### src/rtl/pirf_params.svh
// Offsets, field positions and reset values of the event flag block.
// Assumes inclusion by bare name from files that need the constants.
`ifndef PIRF_PARAMS_SVH
`define PIRF_PARAMS_SVH

// Register byte offsets on the APB port
`define PIRF_OFS_FLAGS     12'h000
`define PIRF_OFS_MASK      12'h004
`define PIRF_OFS_IRQ_STAT  12'h008
`define PIRF_OFS_LIVE      12'h00c

// Field positions in the event flag register
`define PIRF_BIT_CLK_FAIL  7
`define PIRF_BIT_CMP_CHG   6
`define PIRF_BIT_UNUSED    5
`define PIRF_BIT_NVM_DONE  4
`define PIRF_BIT_BUS_COLL  3
`define PIRF_BIT_LOW_VOLT  2
`define PIRF_BIT_TMR3_OVF  1
`define PIRF_BIT_CCP2_EVT  0

// Field positions in the live status register
`define PIRF_LIVE_NVM_BUSY 0
`define PIRF_LIVE_LOW_VOLT 1
`define PIRF_LIVE_CMP_LVL  2

// Implemented bits and reset values
`define PIRF_FLAGS_IMPL    8'hdf
`define PIRF_FLAGS_RST     8'h00
`define PIRF_MASK_RST      8'h00
`define PIRF_IRQ_STAT_RST  8'h00

`endif

### src/rtl/pirf_pkg.sv
// Types shared by the event flag block.
// Assumes constants come from pirf_params.svh.
package pirf_pkg;
    typedef logic [7:0] pirf_flags_t;
    typedef enum logic [0:0] {
        PIRF_ST_IDLE,
        PIRF_ST_ANSWER
    } pirf_apb_state_t;
endpackage : pirf_pkg

### src/rtl/pirf_flag_if.sv
// Bundle between the top and one sticky flag bank.
// Assumes one clock domain; all signals are synchronous.
`timescale 1ns/10ps
interface pirf_flag_if;
    import pirf_pkg::*;
    pirf_flags_t set;
    pirf_flags_t clr;
    logic        wen;
    pirf_flags_t wdata;
    pirf_flags_t q;
    modport bank (input set, input clr, input wen, input wdata, output q);
    modport ctrl (output set, output clr, output wen, output wdata, input q);
endinterface : pirf_flag_if

### src/rtl/pirf_irq_flags.sv
// Second peripheral event flag register with APB access and interrupt.
// Assumes peripheral strobes are on SYS_CLK_IN; comparator output and
// low-voltage detector level arrive asynchronously and are synchronised.
//
// Functional notes
// RULE1: Comparator change sets bit 6, sticky.
// RULE2: Memory write completion sets bit 4, sticky.
// RULE3: Bit 4 zero while writing or idle.
// RULE4: Bus collision sets bit 3 until cleared.
// RULE5: Low voltage sets bit 2, latched.
// RULE6: Bit 2 zero means supply above trip.
// RULE7: Clock switchover sets bit 7; bit 5 zero.
`timescale 1ns/10ps
`include "pirf_params.svh"
module pirf_irq_flags
    import pirf_pkg::*;
(
    input  wire logic        SYS_CLK_IN,
    input  wire logic        SRST_IN,
    // APB slave
    input  wire logic        PSEL_IN,
    input  wire logic        PENABLE_IN,
    input  wire logic        PWRITE_IN,
    input  wire logic [11:0] PADDR_IN,
    input  wire logic [31:0] PWDATA_IN,
    output logic      [31:0] PRDATA_OUT,
    output logic             PREADY_OUT,
    output logic             PSLVERR_OUT,
    // Peripheral events
    input  wire logic        CLK_SWITCH_STB_IN,
    input  wire logic        CMP_LEVEL_IN,
    input  wire logic        NVM_BUSY_IN,
    input  wire logic        NVM_DONE_STB_IN,
    input  wire logic        BUS_COLL_STB_IN,
    input  wire logic        LOW_VOLT_IN,
    input  wire logic        TMR3_OVF_STB_IN,
    input  wire logic        CCP2_EVT_STB_IN,
    // Results
    output logic      [7:0]  FLAGS_OUT,
    output logic             IRQ_OUT
);

    // Bundles to the two flag banks
    pirf_flag_if flags_if ();
    pirf_flag_if stat_if ();

    pirf_apb_state_t state_q;
    pirf_flags_t     mask_q;
    pirf_flags_t     evt_set;
    logic [1:0]      async_sync;
    logic            cmp_prev_q;
    logic            cmp_primed_q;
    logic            cmp_change;
    logic            lv_low;
    logic            cmp_lvl;
    logic            acc_cycle;
    logic            done;
    logic            wr_done;
    logic            rd_done;
    logic            sel_flags;
    logic            sel_mask;
    logic            sel_stat;
    logic            sel_live;
    logic            sel_any;
    logic [31:0]     rd_mux;

    // Asynchronous levels pass two flops before anything reads them
    pirf_sync2 #(
        .W (2)
    ) u_sync (
        .clk_in  (SYS_CLK_IN),
        .srst_in (SRST_IN),
        .d_in    ({LOW_VOLT_IN, CMP_LEVEL_IN}),
        .q_out   (async_sync)
    );

    assign cmp_lvl = async_sync[0];
    assign lv_low  = async_sync[1];

    // Comparator edge detect; primed so the first sample is no change
    always_ff @(posedge SYS_CLK_IN) begin
        if (SRST_IN) begin
            cmp_prev_q   <= 1'b0;
            cmp_primed_q <= 1'b0;
        end else begin
            cmp_prev_q   <= cmp_lvl;
            cmp_primed_q <= 1'b1;
        end
    end

    assign cmp_change = cmp_primed_q & (cmp_lvl ^ cmp_prev_q);

    // Hardware set vector for the flag register
    always_comb begin
        evt_set                         = 8'h00;
        evt_set[`PIRF_BIT_CLK_FAIL]     = CLK_SWITCH_STB_IN; // RULE7
        evt_set[`PIRF_BIT_CMP_CHG]      = cmp_change;        // RULE1
        evt_set[`PIRF_BIT_NVM_DONE]     = NVM_DONE_STB_IN;   // RULE2
        evt_set[`PIRF_BIT_BUS_COLL]     = BUS_COLL_STB_IN;   // RULE4
        // Held while low so a clear cannot hide a standing fault
        evt_set[`PIRF_BIT_LOW_VOLT]     = lv_low;            // RULE5
        evt_set[`PIRF_BIT_TMR3_OVF]     = TMR3_OVF_STB_IN;
        evt_set[`PIRF_BIT_CCP2_EVT]     = CCP2_EVT_STB_IN;
    end

    // APB phase decode
    assign acc_cycle = PSEL_IN & PENABLE_IN;
    assign done      = acc_cycle & (state_q == PIRF_ST_ANSWER);
    assign wr_done   = done & PWRITE_IN;
    assign rd_done   = done & ~PWRITE_IN;

    // Address decode
    always_comb begin
        sel_flags = 1'b0;
        sel_mask  = 1'b0;
        sel_stat  = 1'b0;
        sel_live  = 1'b0;
        if (PADDR_IN == `PIRF_OFS_FLAGS) begin
            sel_flags = 1'b1;
        end else if (PADDR_IN == `PIRF_OFS_MASK) begin
            sel_mask = 1'b1;
        end else if (PADDR_IN == `PIRF_OFS_IRQ_STAT) begin
            sel_stat = 1'b1;
        end else if (PADDR_IN == `PIRF_OFS_LIVE) begin
            sel_live = 1'b1;
        end
    end

    assign sel_any = sel_flags | sel_mask | sel_stat | sel_live;

    // Flag register: software may write either value; bit 5 never stores
    assign flags_if.set   = evt_set & `PIRF_FLAGS_IMPL;  // RULE7
    assign flags_if.clr   = 8'h00;
    assign flags_if.wen   = wr_done & sel_flags;         // RULE3
    assign flags_if.wdata = PWDATA_IN[7:0];

    pirf_flag_bank #(
        .IMPL (`PIRF_FLAGS_IMPL),
        .RST  (`PIRF_FLAGS_RST)
    ) u_flags (
        .clk_in  (SYS_CLK_IN),
        .srst_in (SRST_IN),
        .bus     (flags_if.bank)
    );

    // Interrupt status: one sticky bit per newly raised flag.
    // A read clears only the bits it returned, so a set that lands
    // between capture and completion survives.
    assign stat_if.set   = evt_set & ~flags_if.q & `PIRF_FLAGS_IMPL;
    assign stat_if.clr   = (rd_done & sel_stat) ? PRDATA_OUT[7:0] : 8'h00;
    assign stat_if.wen   = 1'b0;
    assign stat_if.wdata = 8'h00;

    pirf_flag_bank #(
        .IMPL (`PIRF_FLAGS_IMPL),
        .RST  (`PIRF_IRQ_STAT_RST)
    ) u_stat (
        .clk_in  (SYS_CLK_IN),
        .srst_in (SRST_IN),
        .bus     (stat_if.bank)
    );

    // Mask register gates status onto the interrupt line
    always_ff @(posedge SYS_CLK_IN) begin
        if (SRST_IN) begin
            mask_q <= `PIRF_MASK_RST;
        end else if (wr_done && sel_mask) begin
            mask_q <= PWDATA_IN[7:0] & `PIRF_FLAGS_IMPL;
        end
    end

    // Read data mux; bits above the low byte read zero
    always_comb begin
        rd_mux = 32'h0000_0000;
        if (sel_flags) begin
            rd_mux[7:0] = flags_if.q;
        end else if (sel_mask) begin
            rd_mux[7:0] = mask_q;
        end else if (sel_stat) begin
            rd_mux[7:0] = stat_if.q;
        end else if (sel_live) begin
            rd_mux[`PIRF_LIVE_NVM_BUSY] = NVM_BUSY_IN;
            rd_mux[`PIRF_LIVE_LOW_VOLT] = lv_low;
            rd_mux[`PIRF_LIVE_CMP_LVL]  = cmp_lvl;
        end
    end

    // One wait state so every answer comes from a flop
    always_ff @(posedge SYS_CLK_IN) begin
        if (SRST_IN) begin
            state_q <= PIRF_ST_IDLE;
        end else begin
            case (state_q)
                PIRF_ST_IDLE: begin
                    if (acc_cycle) begin
                        state_q <= PIRF_ST_ANSWER;
                    end
                end
                PIRF_ST_ANSWER: begin
                    state_q <= PIRF_ST_IDLE;
                end
                default: begin
                    state_q <= PIRF_ST_IDLE;
                end
            endcase
        end
    end

    // Answer flops: ready, data and error for unmapped addresses
    always_ff @(posedge SYS_CLK_IN) begin
        if (SRST_IN) begin
            PREADY_OUT  <= 1'b0;
            PRDATA_OUT  <= 32'h0000_0000;
            PSLVERR_OUT <= 1'b0;
        end else if (acc_cycle && state_q == PIRF_ST_IDLE) begin
            PREADY_OUT  <= 1'b1;
            PRDATA_OUT  <= PWRITE_IN ? 32'h0000_0000 : rd_mux;
            PSLVERR_OUT <= ~sel_any;
        end else begin
            PREADY_OUT  <= 1'b0;
            PSLVERR_OUT <= 1'b0;
        end
    end

    // Mirror of the flags for neighbouring logic
    always_ff @(posedge SYS_CLK_IN) begin
        if (SRST_IN) begin
            FLAGS_OUT <= `PIRF_FLAGS_RST;
        end else begin
            FLAGS_OUT <= flags_if.q;  // RULE6
        end
    end

    // Level interrupt, one cycle behind the status bits
    always_ff @(posedge SYS_CLK_IN) begin
        if (SRST_IN) begin
            IRQ_OUT <= 1'b0;
        end else begin
            IRQ_OUT <= |(stat_if.q & mask_q);
        end
    end

endmodule : pirf_irq_flags

### src/rtl/pirf_sync2.sv
// Two-flop synchroniser for levels from outside the clock domain.
// Assumes the input changes slowly compared with the clock.
`timescale 1ns/10ps
module pirf_sync2 #(
    parameter int W = 1
) (
    input  wire logic         clk_in,
    input  wire logic         srst_in,
    input  wire logic [W-1:0] d_in,
    output logic      [W-1:0] q_out
);
    logic [W-1:0] meta_q;

    // First stage feeds only the second stage
    always_ff @(posedge clk_in) begin
        if (srst_in) begin
            meta_q <= '0;
            q_out  <= '0;
        end else begin
            meta_q <= d_in;
            q_out  <= meta_q;
        end
    end
endmodule : pirf_sync2

### src/rtl/pirf_flag_bank.sv
// Up to eight sticky flags, one per IMPL bit: hardware set, software write or clear.
// Assumes set, clear and write come from the same clock domain.
`timescale 1ns/10ps
module pirf_flag_bank
    import pirf_pkg::*;
#(
    parameter pirf_flags_t IMPL = 8'hff,
    parameter pirf_flags_t RST  = 8'h00
) (
    input  wire logic   clk_in,
    input  wire logic   srst_in,
    pirf_flag_if.bank   bus
);
    genvar i;

    // One flop per implemented bit; a set in the same cycle beats write or clear
    generate
        for (i = 0; i < 8; i++) begin : g_bit
            if (IMPL[i]) begin : g_impl
                logic flag_q;
                logic flag_d;
                always_comb begin
                    flag_d = flag_q & ~bus.clr[i];
                    if (bus.wen) begin
                        flag_d = bus.wdata[i];
                    end
                    flag_d = flag_d | bus.set[i];
                end
                always_ff @(posedge clk_in) begin
                    if (srst_in) begin
                        flag_q <= RST[i];
                    end else begin
                        flag_q <= flag_d;
                    end
                end
                assign bus.q[i] = flag_q;
            end else begin : g_none
                // Unimplemented bit reads zero
                assign bus.q[i] = 1'b0;
            end
        end
    endgenerate
endmodule : pirf_flag_bank

### config.mk
export PLATFORM = sky130hd
export DESIGN_NAME = pirf_irq_flags
export DESIGN_NICKNAME = d
export VERILOG_FILES = /design/src/rtl/pirf_pkg.sv /design/src/rtl/pirf_flag_if.sv /design/src/rtl/pirf_irq_flags.sv /design/src/rtl/pirf_sync2.sv /design/src/rtl/pirf_flag_bank.sv
export VERILOG_INCLUDE_DIRS = /design/src /design/src/rtl
export SDC_FILE = /design/constraint.sdc
export NUM_CORES = 1
export LEC_CHECK = 0
export BUFFER_PORTS_ARGS = -buffer_cell sky130_fd_sc_hd__buf_2
export CAP_MARGIN = 30
export CORE_ASPECT_RATIO = 0.9
export CORE_MARGIN = 10
export CORE_UTILIZATION = 35
export CTS_BUF_LIST = sky130_fd_sc_hd__clkbuf_8
export DETAILED_ROUTE_END_ITERATION = 7
export HOLD_SLACK_MARGIN = 0.03
export PLACE_DENSITY = 0.72
export SLEW_MARGIN = 0
export SYNTH_ARGS = -nofsm -noshare
export SYNTH_HDL_FRONTEND = slang
export SYNTH_HIERARCHICAL = 1
export SYNTH_SLANG_ARGS = --single-unit
### constraint.sdc
create_clock -name SYS_CLK_IN -period 1.9 [get_ports SYS_CLK_IN]
set_clock_uncertainty 0.1 [all_clocks]
set_input_delay 0.38 -clock SYS_CLK_IN [delete_from_list [all_inputs] [get_ports SYS_CLK_IN]]
set_output_delay 0.38 -clock SYS_CLK_IN [all_outputs]
set_load 0.01 [all_outputs]
; ---- Yosys cells after proc, flatten, opt, wreduce, memory -nomap -nowiden
; Cells that the tools add are included.
[totals]
romBits = 0
latch_bits = 0
inputBits = 57
wordCells = 108
regBits = 71
mem_count = 0
ramBits = 0
output_inout_bits = 43
[classes]
eq_ne = 3
magnitude_cmp = 0
div = 0
bitwise_logic = 46
mul = 0
muxes = 28
add_sub_neg = 0
n_reduce_logical = 5
shift = 0
[op_table]
columns = cell, count
row1 = $mux W8, 4
row2 = $eq A12 B4 Y1 const B, 2
row3 = $mux W1, 20
row4 = $or A1 B1 Y1, 17
row5 = $and A8 B8 Y8, 2
row6 = $and A1 B1 Y1, 14
row7 = $eq A12 B3 Y1 const B, 1
row8 = $logic_not A12 Y1, 1
row9 = $not A1 Y1, 11
row10 = $not A8 Y8, 1
row11 = $reduce_or A8 Y1, 1
row12 = $mux W3, 2
row13 = $mux W5, 1
row14 = $logic_and A1 B1 Y1, 2
row15 = $pmux W1 S2, 1
row16 = $reduce_or A2 Y1, 1
row17 = $xor A1 B1 Y1, 1

; ---- Longest topological paths before layout
[logic_depth]
depth_word = 10
mapped_depth = 6
mapped_depth_nobuf = 6

; ---- Hierarchy
; The synthesis kept the hierarchy.
[by_module_without_submodules]
columns = mod, area_each_um2, cells_per_inst, seq_area_each_um2, n_inst
row1 = pirf_irq_flags, 1542.7, 180, 580.6, 1
row2 = pirf_flag_bank, 346.6, 38, 140.1, 2
row3 = pirf_sync2, 105.1, 8, 80.1, 1

; ---- Least setup slack after synthesis
; Ideal clock, no wire load.
[synth_timing]
path_type = input-to-reg
start = input port PADDR_IN[9]
end = register u_flags.g_bit[0].g_impl.flag_q
t_arrival_ns = 1.847
path_buffers = 1
setup_slack_ns = -0.165
stages = 6
setup_time_ns = 0.118
required_time_ns = 1.682
cell_sequence = nor4_2 > nand3_2 > nor4b_1 > buf_6 > or3b_1 > a21oi_1
[synth_between]
elab_chain_len = 5
[synth_lines]
columns = item, line
row1 = "start, declared", pirf_irq_flags.sv:24  ; input wire logic [11:0] PADDR_IN,
row2 = $logic_not A12 Y1 (no source line), -
row3 = $mux W1, pirf_irq_flags.sv:118  ; if (PADDR_IN == `PIRF_OFS_FLAGS) begin
row4 = $and A1 B1 Y1, pirf_irq_flags.sv:134  ; assign flags_if.wen = wr_done & sel_flags;
row5 = named net flags_if.wen, pirf_flag_if.sv:8  ; logic wen;
row6 = $mux W1, pirf_flag_bank.sv:24  ; if (bus.wen) begin
row7 = $or A1 B1 Y1, pirf_flag_bank.sv:27  ; flag_d = flag_d | bus.set[i];
row8 = "end signal, assigned", pirf_flag_bank.sv:31  ; flag_q <= RST[i];
row9 = "end signal, assigned", pirf_flag_bank.sv:33  ; flag_q <= flag_d;
row10 = "end, declared", pirf_flag_bank.sv:20  ; logic flag_q;
; The timed path passes the listed nets, and every way through them passes these cells.
; A chain may end at the register's enable or synchronous reset.

; ---- Final worst setup path
[layout_timing]
start = register state_q
end = register u_stat.g_bit[4].g_impl.flag_q
[layout_between]
elab_chain_len = 7
[layout_lines]
columns = item, line
row1 = "start, declared", pirf_irq_flags.sv:47  ; pirf_apb_state_t state_q;
row2 = "start signal, assigned", pirf_irq_flags.sv:191  ; state_q <= PIRF_ST_IDLE;
row3 = "start signal, assigned", pirf_irq_flags.sv:196  ; state_q <= PIRF_ST_ANSWER;
row4 = "start signal, assigned", pirf_irq_flags.sv:200  ; state_q <= PIRF_ST_IDLE;
row5 = $and A1 B1 Y1, pirf_irq_flags.sv:108  ; assign done = acc_cycle & (state_q == PIRF_ST_ANSWER);
row6 = $and A1 B1 Y1, pirf_irq_flags.sv:110  ; assign rd_done = done & ~PWRITE_IN;
row7 = $and A1 B1 Y1, pirf_irq_flags.sv:150  ; assign stat_if.clr = (rd_done & sel_stat) ? PRDATA_OUT[7:0] : 8'h00;
row8 = $mux W8, pirf_irq_flags.sv:150
row9 = named net stat_if.clr[4], pirf_flag_if.sv:7  ; pirf_flags_t clr;
row10 = $not A1 Y1, pirf_flag_bank.sv:23  ; flag_d = flag_q & ~bus.clr[i];
row11 = $and A1 B1 Y1, pirf_flag_bank.sv:23
row12 = $or A1 B1 Y1, pirf_flag_bank.sv:27
row13 = "end signal, assigned", pirf_flag_bank.sv:31
row14 = "end signal, assigned", pirf_flag_bank.sv:33
row15 = "end, declared", pirf_flag_bank.sv:20
; The timed path passes the listed nets, and every way through them passes these cells.

==> results.json <==
{
  "path_buf_inv": 1,
  "dp_slack_ns": -0.0819,
  "drtIter0Drc": 113,
  "io_pins": 100,
  "crit_path_cell_trace": "nand3_1 > nor2_1 > nor4b_4 > buf_4 > and2_1 > or3b_2 > a21oi_1",
  "max_clock_freq_ghz": 0.591,
  "area.growth.synth_to_final_pct": 15.2,
  "cts.sinks": 47,
  "hpwlAfterDp_um": 4680,
  "cp-start-kind": "register",
  "via_count": 1932,
  "portBuffers": 50,
  "path_clk_slew_ns": 0.09,
  "vdd.ir_drop.worst_uv": 267,
  "grt_overflow_total": 0,
  "fin_ws_ns": 0.207,
  "netlist_area_mm2": 0.00233,
  "cts-hold-fix-buffers": 0,
  "drv_cap": 0,
  "cp_slowest_cell": "or3b_2",
  "coreArea_mm2": 0.00652,
  "crit_required_ns": 2.04,
  "reg2reg_to": "u_stat/g_bit[4].g_impl.flag_q",
  "ctsResizeCount": 0,
  "rows": 28,
  "post_cts_buffers": 0,
  "crit_path_end_kind": "register",
  "globalplace.congestion": 0.894,
  "cts_buffer_depth": 2,
  "h-tree-depth": 2,
  "drc_errors": 0,
  "cp_data_arrival_time_ns": 1.84,
  "critical_path_class": "register to register",
  "rr_worst_depth": 7,
  "fin_nets": 384,
  "grt_pass1_vias": 1975,
  "root_buffer": "clkbuf_8",
  "worstHoldStart": "CMP_LEVEL_IN",
  "leakagePower_nw": 1.22,
  "r2r_start": "state_q",
  "wl_um": 6050,
  "cts_inserted_buffers": 5,
  "dieArea_mm2": 0.0103,
  "syn_inst": 263,
  "ys.warnings.count": 6,
  "period_share_pct": 89.1,
  "hold_ws_ns": 0.181,
  "rrSetupSlack_ns": 0.21,
  "ant_nets": 0,
  "holdPathEnd": "u_sync/meta_q[0]",
  "nFillCells": 683,
  "grt_pass1_wl_um": 9820,
  "start_util_pct": 35.8,
  "antenna_cells": 0,
  "crit_family": "simple AND/OR/NAND/NOR gates",
  "finalSetupTns_ns": 0,
  "p_total_mw": 1.85,
  "rsz0062_at_grt": "no",
  "drive_above_1_share_pct": 26.2,
  "finalSetupViolCount": 0,
  "min_period_ns": 1.69,
  "worstHoldPathType": "input pin to register",
  "cts_tree": "yes",
  "power.density_mw_per_mm2": 689,
  "grt_max_degree": 20,
  "clk_latency_ns": 0.30,
  "drt-pass1-iter-count": 4,
  "syn_area_per_cell_um2": 8.88,
  "grtUsageTotal_pct": 11.6,
  "hold_viol_final": 0,
  "status": "completed",
  "viasPerCell": 4.62,
  "dieWidth_um": 106,
  "antenna_found_initial": 0,
  "wl_per_cell_um": 14.5,
  "worstPathMaxFanout": 7,
  "die_y_um": 97.5,
  "slew_violations": 0,
  "hold_depth": 2,
  "max_stage_delay_ns": 0.44
}
==> through the flow <==
step | instance area (um2) | utilization [%] | std cells
2_1_floorplan | 2500 | - | 305
5_1_grt | 2690 | 41.3 | 418
3_3_place_gp | 2610 | 40.0 | 410
6_report | 2690 | 41.3 | 418
3_5_place_dp | 2610 | 40.0 | 410
4_1_cts | 2690 | 41.3 | 418
==> worst register-to-register path, cell delays in order, from the launching register on <==
cell and delay, ns:
dfxtp_1 0.33, nand3_1 0.13, nor2_1 0.06, nor4b_4 0.13
buf_4 0.16, and2_1 0.16, or3b_2 0.44, a21oi_1 0.13
==> per-layer routing <==
metal | wire (um) | share of wire (%) | global-route usage [%]
met5 | 0 | 0 | 0
met4 | 75 | 1.2 | 3.85
met3 | 535 | 8.8 | 4.51
met2 | 2890 | 48 | 19.1
met1 | 2550 | 42 | 13.4
==> layout make-up <==
cell class / instances / area [um2] / share of cell area (%)
Timing Repair Buffer: 63 / 348 / 12.9
Sequential cell: 47 / 941 / 35.0
Multi-Input combinational cell: 204 / 1180 / 43.9
Clock inverter: 3 / 16.3 / 0.605
Tap cell: 90 / 113 / 4.19
Clock buffer: 5 / 68.8 / 2.56
Inverter: 6 / 22.5 / 0.837
==> flip-flops by register name, indices dropped and copies added (netlist names) <==
name                         count
u_sync/q_out                     2
u_flags/g_bit.g_impl.flag_q      7
cmp_prev_q                       1
mask_q                           7
PREADY_OUT                       1
PSLVERR_OUT                      1
FLAGS_OUT                        8
state_q                          1
cmp_primed_q                     1
u_sync/meta_q                    2
PRDATA_OUT                       8
u_stat/g_bit.g_impl.flag_q       7
IRQ_OUT                          1
==> layout by cell type, fill, tap and decap left out <==
| cell type | count |
|---|---|
| a21oi_1 | 46 |
| a222oi_1 | 1 |
| a22oi_1 | 2 |
| a2bb2oi_1 | 3 |
| a31oi_1 | 1 |
| and2_1 | 9 |
| and3_1 | 3 |
| and4_2 | 1 |
| buf_2 | 50 |
| buf_4 | 13 |
| clkbuf_8 | 5 |
| clkinv_2 | 1 |
| clkinvlp_4 | 1 |
| conb_1 | 45 |
| dfxtp_1 | 47 |
| inv_1 | 7 |
| mux2i_1 | 4 |
| nand2_1 | 8 |
| nand2b_1 | 1 |
| nand3_1 | 9 |
| nand3_2 | 1 |
| nand3b_1 | 1 |
| nand3b_4 | 1 |
| nand4_1 | 1 |
| nor2_1 | 9 |
| nor2b_1 | 21 |
| nor3_1 | 1 |
| nor4_2 | 2 |
| nor4b_2 | 1 |
| nor4b_4 | 1 |
| nor4bb_1 | 1 |
| o211ai_1 | 3 |
| o21ai_0 | 8 |
| o31ai_1 | 4 |
| or2_2 | 1 |
| or3b_1 | 6 |
| or3b_2 | 8 |
| xor2_1 | 1 |
==> worst max-delay path by stage <==
| stage | cells past startpoint | slack [ns] | to | startpoint |
|---|---|---|---|---|
| 3_5_place_dp | 8 | -0.08 | u_stat/g_bit[0].g_impl.flag_q | PADDR_IN[9] |
| 5_1_grt | 7 | 0.10 | u_flags/g_bit[2].g_impl.flag_q | PADDR_IN[9] |
| 2_1_floorplan | 6 | 0.0003 | u_flags/g_bit[0].g_impl.flag_q | PADDR_IN[9] |
| 3_3_place_gp | 7 | -0.06 | u_flags/g_bit[3].g_impl.flag_q | PADDR_IN[9] |
| 6_report | 7 | 0.21 | u_stat/g_bit[4].g_impl.flag_q | state_q |
| 4_1_cts | 7 | 0.21 | u_stat/g_bit[4].g_impl.flag_q | state_q |
==> where the power goes <==
group / internal (mW) / switching [mW] / leakage, nW / total (mW)
Sequential: 1.02 / 0.0219 / 0.385 / 1.04
Clock: 0.252 / 0.343 / 0.0453 / 0.595
Combinational: 0.0926 / 0.124 / 0.791 / 0.217
Power figures use the tool's default switching activity.
